--- src/verilog/dsc_params.svh ---
// constants for the software command and channel control decoder
`ifndef DSC_PARAMS_SVH
`define DSC_PARAMS_SVH

`define DSC_SWCMD_ID        3'h4
`define DSC_ID_MSB          15
`define DSC_ID_LSB          13
`define DSC_USER_BIT        12
`define DSC_CODE_MSB        11
`define DSC_CODE_LSB        0
`define DSC_RESET_CODE      12'h555
`define DSC_KEEPALIVE_CODE  12'h195
`define DSC_STATUS_USER_BIT 11
`define DSC_RANGE_RST       3'h0
`define DSC_OVR_RST         1'b0
`define DSC_OVR_PERCENT     20
`define DSC_CLK_PERIOD_NS   10
`define DSC_WD_TIMEOUT_NS   5000000
`define DSC_WD_TIMEOUT_CYC  (`DSC_WD_TIMEOUT_NS / `DSC_CLK_PERIOD_NS)

`endif

--- src/verilog/dsc_pkg.sv ---
// types for the software command and channel control decoder
package dsc_pkg;

   typedef enum logic [2:0]
   {
      DSC_V_0_5    = 3'h0,
      DSC_V_0_10   = 3'h1,
      DSC_V_PM5    = 3'h2,
      DSC_V_PM10   = 3'h3,
      DSC_I_4_20   = 3'h4,
      DSC_I_0_20   = 3'h5,
      DSC_I_0_24   = 3'h6,
      DSC_RSVD     = 3'h7
   } dsc_range_t;

   // per-channel control fields, range in the low bits
   typedef struct packed
   {
      logic       overrange_enable;
      dsc_range_t range_select;
   } dsc_chan_cfg_t;

   // one serial word laid out as a software command
   typedef struct packed
   {
      logic [2:0]  id;
      logic        user;
      logic [11:0] code;
   } dsc_swcmd_t;

endpackage : dsc_pkg

--- src/verilog/dsc_decoder.sv ---
// decoder for channel range/overrange and the software command register
//
// Behaviour
// - per-channel overrange bit, reset disabled
// - overrange extends voltage ranges only, 20 percent
// - range codes 100-110 select current ranges
// - top bits 100 mark software command word
// - bit D12 of any command word except code 0x555 mirrors into status bit D11
// - code 0x555 performs full software reset
// - missed keep-alive raises alert when watchdog enabled
`timescale 1ns/1ps
`include "dsc_params.svh"

module dsc_decoder
#(
   parameter int NUM_CH      = 4,
   parameter int TIMEOUT_CYC = `DSC_WD_TIMEOUT_CYC
)
(
   input  wire logic                  clk_i,
   input  wire logic                  rst_i,
   input  wire logic                  sw_wr_i,
   input  wire dsc_pkg::dsc_swcmd_t   sw_word_i,
   input  wire logic                  ch_wr_i,
   input  wire logic [1:0]            ch_sel_i,
   input  wire dsc_pkg::dsc_chan_cfg_t ch_cfg_i,
   input  wire logic                  wd_en_i,
   output logic [NUM_CH*4-1:0]        ch_cfg_o,
   output logic [NUM_CH-1:0]          is_current_o,
   output logic [NUM_CH-1:0]          ovr_active_o,
   output logic [15:0]                status_o,
   output logic                       sw_reset_o,
   output logic                       alert_o
);

   localparam int CW = $clog2(TIMEOUT_CYC + 1);
   localparam logic [CW-1:0] CNT_LAST = CW'(TIMEOUT_CYC - 1);

   dsc_pkg::dsc_chan_cfg_t cfg_ff     [NUM_CH];
   dsc_pkg::dsc_chan_cfg_t nxt_cfg    [NUM_CH];
   logic [NUM_CH*4-1:0]    nxt_cfg_o;
   logic [NUM_CH-1:0]      nxt_is_current;
   logic [NUM_CH-1:0]      nxt_ovr_active;
   logic                   user_ff;
   logic                   nxt_user;
   logic                   rst_pulse_ff;
   logic                   nxt_rst_pulse;
   logic [CW-1:0]          wd_cnt_ff;
   logic [CW-1:0]          nxt_wd_cnt;
   logic                   alert_ff;
   logic                   nxt_alert;
   logic                   is_sw;
   logic                   is_reset;
   logic                   is_keep;

   assign is_sw    = sw_wr_i && (sw_word_i.id == `DSC_SWCMD_ID);
   assign is_reset = is_sw && (sw_word_i.code == `DSC_RESET_CODE);
   assign is_keep  = is_sw && (sw_word_i.code == `DSC_KEEPALIVE_CODE);

   // channel configuration and its registered decode
   always_comb
   begin
      nxt_cfg_o      = '0;
      nxt_is_current = '0;
      nxt_ovr_active = '0;
      for (int i = 0; i < NUM_CH; i++)
      begin
         nxt_cfg[i] = cfg_ff[i];
         if (is_reset)
         begin
            nxt_cfg[i].overrange_enable = `DSC_OVR_RST;
            nxt_cfg[i].range_select     = dsc_pkg::dsc_range_t'(`DSC_RANGE_RST);
         end
         else if (ch_wr_i && (ch_sel_i == 2'(i)))
         begin
            nxt_cfg[i] = ch_cfg_i;
         end
         case (nxt_cfg[i].range_select)
            dsc_pkg::DSC_I_4_20,
            dsc_pkg::DSC_I_0_20,
            dsc_pkg::DSC_I_0_24:
            begin
               nxt_is_current[i] = 1'b1;
            end
            dsc_pkg::DSC_V_0_5,
            dsc_pkg::DSC_V_0_10,
            dsc_pkg::DSC_V_PM5,
            dsc_pkg::DSC_V_PM10:
            begin
               // the analog stage adds the 20 percent span
               nxt_ovr_active[i] = nxt_cfg[i].overrange_enable;
            end
            default:
            begin
               // reserved code drives neither a current nor a voltage range
               nxt_is_current[i] = 1'b0;
            end
         endcase
         nxt_cfg_o[i*4 +: 4] = nxt_cfg[i];
      end
   end

   always_ff @(posedge clk_i or posedge rst_i)
   begin
      if (rst_i)
      begin
         for (int i = 0; i < NUM_CH; i++)
         begin
            cfg_ff[i] <= '0;
         end
         ch_cfg_o     <= '0;
         is_current_o <= '0;
         ovr_active_o <= '0;
      end
      else
      begin
         for (int i = 0; i < NUM_CH; i++)
         begin
            cfg_ff[i] <= nxt_cfg[i];
         end
         ch_cfg_o     <= nxt_cfg_o;
         is_current_o <= nxt_is_current;
         ovr_active_o <= nxt_ovr_active;
      end
   end

   // software command: mirror bit, reset pulse, watchdog
   always_comb
   begin
      nxt_user      = user_ff;
      nxt_rst_pulse = is_reset;
      nxt_wd_cnt    = wd_cnt_ff;
      nxt_alert     = alert_ff;
      if (is_sw)
      begin
         nxt_user = sw_word_i.user;
      end
      if (is_reset)
      begin
         // a full reset also clears the mirror it would have written
         nxt_user   = 1'b0;
         nxt_wd_cnt = '0;
         nxt_alert  = 1'b0;
      end
      else if (!wd_en_i)
      begin
         nxt_wd_cnt = '0;
         nxt_alert  = 1'b0;
      end
      else if (is_keep)
      begin
         nxt_wd_cnt = '0;
         nxt_alert  = 1'b0;
      end
      else if (wd_cnt_ff == CNT_LAST)
      begin
         // alert holds until a keep-alive, reset or disable
         nxt_alert = 1'b1;
      end
      else
      begin
         nxt_wd_cnt = wd_cnt_ff + CW'(1);
      end
   end

   always_ff @(posedge clk_i or posedge rst_i)
   begin
      if (rst_i)
      begin
         user_ff      <= 1'b0;
         rst_pulse_ff <= 1'b0;
         wd_cnt_ff    <= '0;
         alert_ff     <= 1'b0;
         status_o     <= '0;
         sw_reset_o   <= 1'b0;
         alert_o      <= 1'b0;
      end
      else
      begin
         user_ff      <= nxt_user;
         rst_pulse_ff <= nxt_rst_pulse;
         wd_cnt_ff    <= nxt_wd_cnt;
         alert_ff     <= nxt_alert;
         status_o     <= 16'(nxt_user) << `DSC_STATUS_USER_BIT;
         sw_reset_o   <= nxt_rst_pulse;
         alert_o      <= nxt_alert;
      end
   end
endmodule : dsc_decoder

--- config.mk ---
export PLATFORM = sky130hd
export DESIGN_NAME = dsc_decoder
export DESIGN_NICKNAME = d
export VERILOG_FILES = /design/src/verilog/dsc_pkg.sv /design/src/verilog/dsc_decoder.sv
export VERILOG_INCLUDE_DIRS = /design/src /design/src/verilog
export SDC_FILE = /design/constraint.sdc
export NUM_CORES = 1
export LEC_CHECK = 0
export ABC_AREA = 0
export BUFFER_PORTS_ARGS = -buffer_cell sky130_fd_sc_hd__buf_2
export CORE_MARGIN = 2
export CORE_UTILIZATION = 35
export CTS_CLUSTER_SIZE = 16
export DETAILED_ROUTE_END_ITERATION = 10
export GPL_ROUTABILITY_DRIVEN = 0
export HOLD_SLACK_MARGIN = 0.1
export PLACE_DENSITY = 0.67
export SLEW_MARGIN = 20
export SYNTH_ARGS = -nofsm -noshare
export SYNTH_HDL_FRONTEND = slang
export SYNTH_SLANG_ARGS = --single-unit
export TNS_END_PERCENT = 10
--- constraint.sdc ---
create_clock -name clk_i -period 2.2 [get_ports clk_i]
set_input_delay 0.22 -clock clk_i [delete_from_list [all_inputs] [get_ports clk_i]]
set_output_delay 0.22 -clock clk_i [all_outputs]
set_load 0.01 [all_outputs]
==> results.toml, run 1 <==
[hold_path]
hold_end = "status_o[11]"
holdPathStages = 3
min_from = "sw_word_i[12]"
hold_class = "in -> reg"

[critical_path]
cp.required_ps = 2390
slowest_stage = "or4_4"
path_cells = "or4_4 > nor4_4 > a211oi_1 > mux2i_1"
worst_setup_path_end_kind = "flop"
reg2reg_depth = 4
crit_buf_inv = 0
critPathKind = "reg -> reg"
cp_top_family = "simple AND/OR/NAND/NOR gates"
r2r_start = "wd_cnt_ff[11]"
path_max_fanout = 9
worstSetupStartpointType = "flop"
rrSetupSlack_ps = 330
r2r_end = "wd_cnt_ff[5]"
crit_arrival_ps = 2060
max_stage_delay_ps = 540

[place]
post-place-ws_ps = 321
io_buffers = 53
hpwl_mm = 3.49

[detailed_routing]
drtIter0Drc = 65
vias_per_cell = 5.01
drc_errors = 0
wl_per_cell_um = 13.0
drt_wl_total_mm = 4.94
dr.pass1.iters = 4
vias = 1908
ant_nets = 0

[layout]
syn_to_final_growth_pct = 16.8
drive_above_1_share_pct = 26.6
antenna-diode-count = 0
fin_nets = 328

[timing]
hold_ws_ps = 168
setup_slack_ps = 327
setup-violations-final = 0
finalMaxSlewViolations = 0
max_freq_mhz = 534
fin_skew_ps = 11.4
rsz0062_at_grt = "no"
hold_viol = 0
finalCriticalPeriod_ps = 1870
relSlewSlack_pct = 58.7
worst_pin_slew_ps = 614
period_share_pct = 85.2
fin_setup_tns_ps = 0

[synth]
synth_area_leaders = "dfrtp_1 (48%), mux2i_1 (6.7%), buf_4 (5.0%)"
ys.flop_type = "dfrtp_1"
syn-instance-count = 244
ys_types = 49
syn_avg_cell_area_um2 = 9.86
synth_edf_count = 0
syn_area_um2 = 2400
synth-async-reset-ratio_pct = 100
synth_seq_cells = 46
ys_warn_count = 0
netlist.area_leader.share_pct = 47.9
synth_common_cells = "dfrtp_1 (46), nor2_1 (25), nand2_1 (23)"
yosysTopAreaCell = "dfrtp_1"
seq_area_frac_synth_pct = 47.9
post-synth-top-count-cell = "dfrtp_1"

[floorplan]
die_w_um = 86.9
rows = 30
die_h_um = 86.9
core-area_um2 = 6720
initial_core_util_pct = 35.8
die_area_um2 = 7550
io_pins = 69

[grt]
grt_max_degree = 47
grtUsageTotal_pct = 13.9
grt_pass1_vias = 1796
grt_pass1_wl_mm = 8.40
antenna_found_initial = 0
grt-ovfl-total = 0

[clock_network]
clk_path_buf_depth = 2
clk_latency_ps = 310
cts_root_buffer = "clkbuf_8"
cts.sinks = 46
htree_levels = 2
post_cts_buffers = 0
clk_pin_slew_ps = 90
cts_buffers = 5
cts_tree = "done"

[run_status]
status = "finished clean"

[power_and_ir_drop]
ir_worst_vdd_mv = 0.332
power.density_nw_per_um2 = 670
p_leak_nw = 1.31

[run]
cap_violations = 0
==> cells in the final DEF (no fill, tap or decap), types with 2 or more instances in the layout <==
cell type  Yosys  final
or4_4          2      2
nand4_1        4      4
nand3_1       12     12
o21ai_0        7      7
a21boi_1       2      2
xnor2_1        2      2
and3b_1        3      3
conb_1         1     15
nand2_1       23     23
mux2i_1       16     16
buf_2          4     53
nor3_1         2      2
o211ai_1       3      3
o31ai_1        2      2
nand3b_1       5      5
a21oi_1       21     21
clkbuf_8       0      5
buf_4         16      4
or3_1          5      5
nor2b_1        4      3
nor3b_1        2      2
xor2_1         5      5
nand2b_1       4      4
and4_1         2      2
dfrtp_1       46     46
nor4_1         2      2
nor2_1        25     25
==> stage by stage <==
stage | total power [W] | instance area, µm² | util, % | cells
6_report | 0.00188 | 2810 | 41.8 | 381
5_1_grt | 0.00200 | 2810 | 41.8 | 381
4_1_cts | 0.00191 | 2810 | 41.8 | 381
3_5_place_dp | 0.00136 | 2700 | 40.2 | 372
3_3_place_gp | 0.00135 | 2700 | 40.2 | 372
2_1_floorplan | 0.00123 | 2460 | - | 258
==> cell families after synthesis <==
| kind of cell | synth area share [%] |
|---|---|
| AND/OR/NAND/NOR | 25.9 |
| flip-flops | 47.9 |
| AO/OA/AOI/OAI | 9.89 |
| buffers and inverters | 6.45 |
| multiplexers | 6.66 |
| XOR/XNOR | 2.55 |
| adder cells (fa/ha/maj) | 0.520 |
| other | 0.156 |
==> layer usage <==
| layer | GRT usage (%) | vias up | part of all wire, % |
|---|---|---|---|
| met3 | 3.79 | 4 | 4.7 |
| met5 | 0 | - | 0 |
| met1 | 18.5 | 921 | 48 |
| met2 | 22.2 | 41 | 47 |
| li1 | - | 942 | - |
| met4 | 3.84 | 0 | 0.97 |
==> worst max-delay path by stage <==
stage	depth (start not counted)	startpoint	end	slack, ps
CTS	4	wd_cnt_ff[11]	wd_cnt_ff[5]	310
detailed placement	4	wd_cnt_ff[11]	wd_cnt_ff[5]	320
global placement	4	wd_cnt_ff[11]	wd_cnt_ff[5]	360
floorplan	4	wd_cnt_ff[11]	wd_cnt_ff[5]	490
global route	4	wd_cnt_ff[11]	wd_cnt_ff[5]	240
finish	4	wd_cnt_ff[11]	wd_cnt_ff[5]	330
==> power breakdown <==
part	internal (W)	switching [W]
Sequential	0.000935	0.0000596
Clock	0.000230	0.000312
Combinational	0.000153	0.000193
==> layout make-up <==
| class | count | area (µm²) |
|---|---|---|
| Inverter | 1 | 3.75 |
| Sequential cell | 46 | 1150 |
| Fill cell | 653 | 3910 |
| Clock inverter | 3 | 25.0 |
| Clock buffer | 5 | 68.8 |
| Multi-Input combinational cell | 188 | 1150 |
| Timing Repair Buffer | 58 | 305 |
| Tap cell | 80 | 100 |
==> state kept, by name, indices dropped and copies added (netlist names) <==
signal        flops
wd_cnt_ff        19
alert_ff          1
sw_reset_o        1
cfg_ff            9
ch_cfg_o          7
status_o          1
is_current_o      4
ovr_active_o      4
==> worst register-to-register path, stage by stage (launching register included) <==
cell and delay, ps:
dfrtp_1 450, or4_4 550, nor4_4 450, a211oi_1 180, mux2i_1 150
==> what timing repair did <==
action                    in CTS  in global routing
hold buffers                   1                  0
gates resized for setup        0                  0
hold endpoints to repair      46                  0
Power figures use the tool's default switching activity.
==> run 2, diff against run 1 <==
CORE_UTILIZATION = 52   (was 35)
MAX_ROUTING_LAYER = met4   (was unset)
PLACE_DENSITY = 0.89   (was 0.67)
==> run 2 against run 1 <==
Worst setup slack got worse by 6.2 ps. Cell count decreased by 7.1%. Sequential power about the same. Largest power group unchanged. Total power increased by 4.8%. Highest routed layer unchanged. Die area decreased by 31%. Clock power increased by 16%. Utilization increased by 22 points. Fmax decreased by 0.33%. Combinational power about the same. Hold slack got worse by 5.8 ps. First-iteration DRC count increased by 83%.
==> results.toml, run 2 (synthesis gave the netlist of run 1 again) <==
[run_status]
status = "finished clean"

[place]
hpwl_mm = 3.44
io_buffers = 53

[clock_network]
clk_pin_slew_ps = 90
cts_buffers = 5
cts_root_buffer = "clkbuf_8"
clk_path_buf_depth = 2
clk_latency_ps = 300
cts_tree = "done"
post_cts_buffers = 0
cts.sinks = 46
htree_levels = 2

[run]
cap_violations = 0

[floorplan]
die_w_um = 72.0
rows = 24
die_area_um2 = 5180
core-area_um2 = 4410
initial_core_util_pct = 54.5
io_pins = 69
die_h_um = 72.0

[critical_path]
worstSetupStartpointType = "flop"
cp-startpoint = "wd_cnt_ff[11]"
path_cells = "or4_4 > nor4_4 > a211oi_1 > mux2i_1"
max_stage_delay_ps = 550
cp.required_ps = 2380
crit_arrival_ps = 2060
rrSetupSlack_ps = 320
path_max_fanout = 9
cp_top_family = "simple AND/OR/NAND/NOR gates"
slowest_stage = "or4_4"
worst_setup_path_end_kind = "flop"
critPathKind = "reg -> reg"
crit_buf_inv = 0
r2r_start = "wd_cnt_ff[11]"

[detailed_routing]
vias_per_cell = 5.43
wl_per_cell_um = 13.7
drc_errors = 0
drt_wl_total_mm = 4.84
dr.pass1.iters = 4
vias = 1921
ant_nets = 0
drtIter0Drc = 119

[grt]
grt-ovfl-total = 0
grtUsageTotal_pct = 20.8
antenna_found_initial = 0
grt_pass1_wl_mm = 8.30
grt_max_degree = 27
grt_pass1_vias = 1817

[hold_path]
hold_class = "in -> reg"
min_from = "sw_word_i[12]"

[layout]
reg.largest.list = "wd_cnt_ff x19, cfg_ff x9, ch_cfg_o x7"
layout_common_cells = "buf_2 (53), dfrtp_1 (46), nor2_1 (25), nand2_1 (23), a21oi_1 (21)"
largest_reg_flops = 19
max_flop_register = "wd_cnt_ff"
fin_nets = 329
fill_cells = 355
antenna-diode-count = 0
final_common_cell = "buf_2"
syn_to_final_growth_pct = 16.2
drive_above_1_share_pct = 25.8

[power_and_ir_drop]
power.density_nw_per_um2 = 706
power_w = 0.00197
ir_worst_vdd_mv = 0.584
p_leak_nw = 1.32

[timing]
rsz0062_at_grt = "no"
period_share_pct = 85.4
hold_viol = 0
finalMaxSlewViolations = 0
setup-violations-final = 0
max_freq_mhz = 532
worst_pin_slew_ps = 661
relSlewSlack_pct = 55.6
finalCriticalPeriod_ps = 1880
fin_skew_ps = 3.41
fin_setup_tns_ps = 0
run 2: power breakdown:
part | switching (W) | internal [W]
Sequential | 0.0000596 | 0.000935
Combinational | 0.000195 | 0.000154
Clock | 0.000290 | 0.000339
Total | 0.000544 | 0.00143
run 2: final timing paths:
kind / endpoint / cells after the start
worst min-delay path: status_o[11] / 3
worst min register to register: alert_ff / 2
worst max-delay path: wd_cnt_ff[5] / 4
min in group asynchronous: is_current_o[0] / 3
max in group asynchronous: wd_cnt_ff[2] / 4
worst max register to register: wd_cnt_ff[5] / 4
run 2: area by class of cell:
class,count,area (µm²),share of cell area [%]
multi-input cells,188,1150,41.2
clock inverters,2,37.5,1.34
flip-flops and latches,46,1150,41.2
repair buffers,59,313,11.2
well taps,52,65.1,2.33
inverters,1,3.75,0.134
clock buffers,6,72.6,2.60
run 2: timing repair:
item	4_1_cts	5_1_grt
hold buffers	1	0
endpoints found under the hold margin	17	0
resized for setup	0	0
run 2: tightest hold or removal path: cells and delay by family:
| family | cells | cell delay [ps] |
|---|---|---|
| simple gates | 1 | 80 |
| buf+inv | 1 | 70 |
| mux | 1 | 60 |
run 2: per-stage QoR:
stage	setup WS [ps]	util (%)	std cells	hold slack, ps	cell area [µm²]
2_1_floorplan	489	-	258	351	2460
3_3_place_gp	375	60.6	345	252	2670
3_5_place_dp	355	60.6	345	257	2670
4_1_cts	325	63.3	354	159	2790
5_1_grt	183	63.3	354	189	2790
6_report	320	63.3	354	162	2790
run 2: layer usage:
layer / vias up / global-route usage, % / routed length (µm)
met2: 37 / 34.2 / 2460
met3: 5 / 4.58 / 168
met5: - / - / 0
met4: 0 / 5.45 / 40
met1: 934 / 26.2 / 2170
li1: 945 / - / -
==> run 3, diff against run 2 <==
MAX_ROUTING_LAYER = unset   (was met4)
==> run 3 against run 2 <==
Critical path type unchanged. Sequential share of layout area did not move. Worst setup slack improved by 2.4 ps. Largest cell class unchanged. Total power fell by 0.27%.
==> results.toml, run 3 (synthesis gave the netlist of run 1 again) <==
[run_status]
status = "finished clean"

[floorplan]
io_pins = 69
die_area_um2 = 5180
core-area_um2 = 4410
rows = 24
die_w_um = 72.0
initial_core_util_pct = 54.5
die_h_um = 72.0

[detailed_routing]
dr.pass1.iters = 4
drtIter0Drc = 131
vias_per_cell = 5.43
drt_wl_total_mm = 4.78
drc_errors = 0
ant_nets = 0
wl_per_cell_um = 13.5
vias = 1921

[timing]
finalMaxSlewViolations = 0
fin_skew_ps = 2.73
period_share_pct = 85.3
max_freq_mhz = 533
worst_pin_slew_ps = 661
rsz0062_at_grt = "no"
fin_setup_tns_ps = 0
hold_viol = 0
setup_slack_ps = 323
setup-violations-final = 0
relSlewSlack_pct = 55.6
finalCriticalPeriod_ps = 1880

[clock_network]
clk_latency_ps = 300
cts_root_buffer = "clkbuf_8"
htree_levels = 2
cts_buffers = 5
cts.sinks = 46
clk_path_buf_depth = 2
clk_pin_slew_ps = 80
cts_tree = "done"

[layout]
antenna-diode-count = 0
syn_to_final_growth_pct = 16.2
postLayoutCoreUtil_pct = 63.3
layout_common_cells = "buf_2 (53), dfrtp_1 (46), nor2_1 (25), nand2_1 (23), a21oi_1 (21)"
max_flop_register = "wd_cnt_ff"
largest_reg_flops = 19
final_cells = 354
final_common_cell = "buf_2"
drive_above_1_share_pct = 25.8
fill_cells = 355
fin_nets = 329
reg.largest.list = "wd_cnt_ff x19, cfg_ff x9, ch_cfg_o x7"

[grt]
grt_max_degree = 27
busiest_layer = "met2"
grtUsageMet3_pct = 4.72
antenna_found_initial = 0
grt-ovfl-total = 0
grt_pass1_wl_mm = 8.33
grt_pass1_vias = 1815
met2_usage_pct = 34.3
grt_use_met1_pct = 26.1
grtUsageTotal_pct = 20.2

[critical_path]
worst_setup_path_end_kind = "flop"
crit_arrival_ps = 2060
r2r_start = "wd_cnt_ff[11]"
crit_end = "wd_cnt_ff[5]"
r2r_end = "wd_cnt_ff[5]"
path_max_fanout = 9
cp-startpoint = "wd_cnt_ff[11]"
worstSetupStartpointType = "flop"
cp.required_ps = 2380
reg2reg_depth = 4
critPathKind = "reg -> reg"
rrSetupSlack_ps = 320

[place]
dp.cells = 345
io_buffers = 53
hpwl_mm = 3.44
post-place-ws_ps = 355

[power_and_ir_drop]
p_int_w = 0.00143
power_switching_w = 0.000539
p_comb_share_pct = 17.7
power.density_nw_per_um2 = 704
p_clk_share_pct = 31.8
p_leak_nw = 1.32
pwr-share-seq_pct = 50.6
ir_worst_vdd_mv = 0.581
switching_share_pct = 27.4

[run]
cap_violations = 0

[hold_path]
hold_class = "in -> reg"
## run 3: cell counts in the layout (fill, tap and decap cells not counted)
No cell type changed its count.
## run 3: stage by stage
step           power (W)  instance area [µm²]  hold slack (ps)
5_1_grt          0.00207                 2790              189
2_1_floorplan    0.00123                 2460              351
3_3_place_gp     0.00135                 2670              252
6_report         0.00197                 2790              165
3_5_place_dp     0.00136                 2670              257
4_1_cts          0.00199                 2790              159
## run 3: how the worst min path moves through the flow
stage | endpoint | slack [ps] | cells after the start | start
global placement | ovr_active_o[2] | 250 | 2 | rst_i
floorplan | cfg_ff[4] | 350 | 2 | ch_cfg_i[0]
finish | status_o[11] | 170 | 3 | sw_word_i[12]
CTS | status_o[11] | 160 | 3 | sw_word_i[12]
global route | ch_cfg_o[11] | 190 | 3 | ch_cfg_i[3]
detailed placement | ovr_active_o[2] | 260 | 2 | rst_i
## run 3: metal layers
metal	wire [µm]	part of all wire [%]
met2	2430	51
met5	0	0
met4	41	0.86
met3	152	3.2
met1	2150	45
## run 3: repair_timing
item                      4_1_cts  5_1_grt
hold buffers                    1        0
gates resized for setup         0        0
hold endpoints to repair       17        0
buffers inserted                0        0
## run 3: area by class of cell
class,count,area [µm²],share of cell area (%)
Clock buffer,6,72.6,2.60
Clock inverter,2,37.5,1.34
Inverter,1,3.75,0.134
Multi-Input combinational cell,188,1150,41.2
Sequential cell,46,1150,41.2
Tap cell,52,65.1,2.33
Timing Repair Buffer,59,313,11.2
## run 3: worst max-delay path, stage by stage (launching register included)
cell and delay (ps):
dfrtp_1 440, or4_4 540, nor4_4 460, a211oi_1 170
mux2i_1 140
## run 3: power groups by stage
stage | clock [W] | sequential [W] | combinational (W)
2_1_floorplan | 0 | 0.00104 | 0.000181
3_3_place_gp | 0 | 0.00101 | 0.000340
3_5_place_dp | 0 | 0.00101 | 0.000349
4_1_cts | 0.000640 | 0.000994 | 0.000353
5_1_grt | 0.000676 | 0.00101 | 0.000389
6_report | 0.000625 | 0.000994 | 0.000348
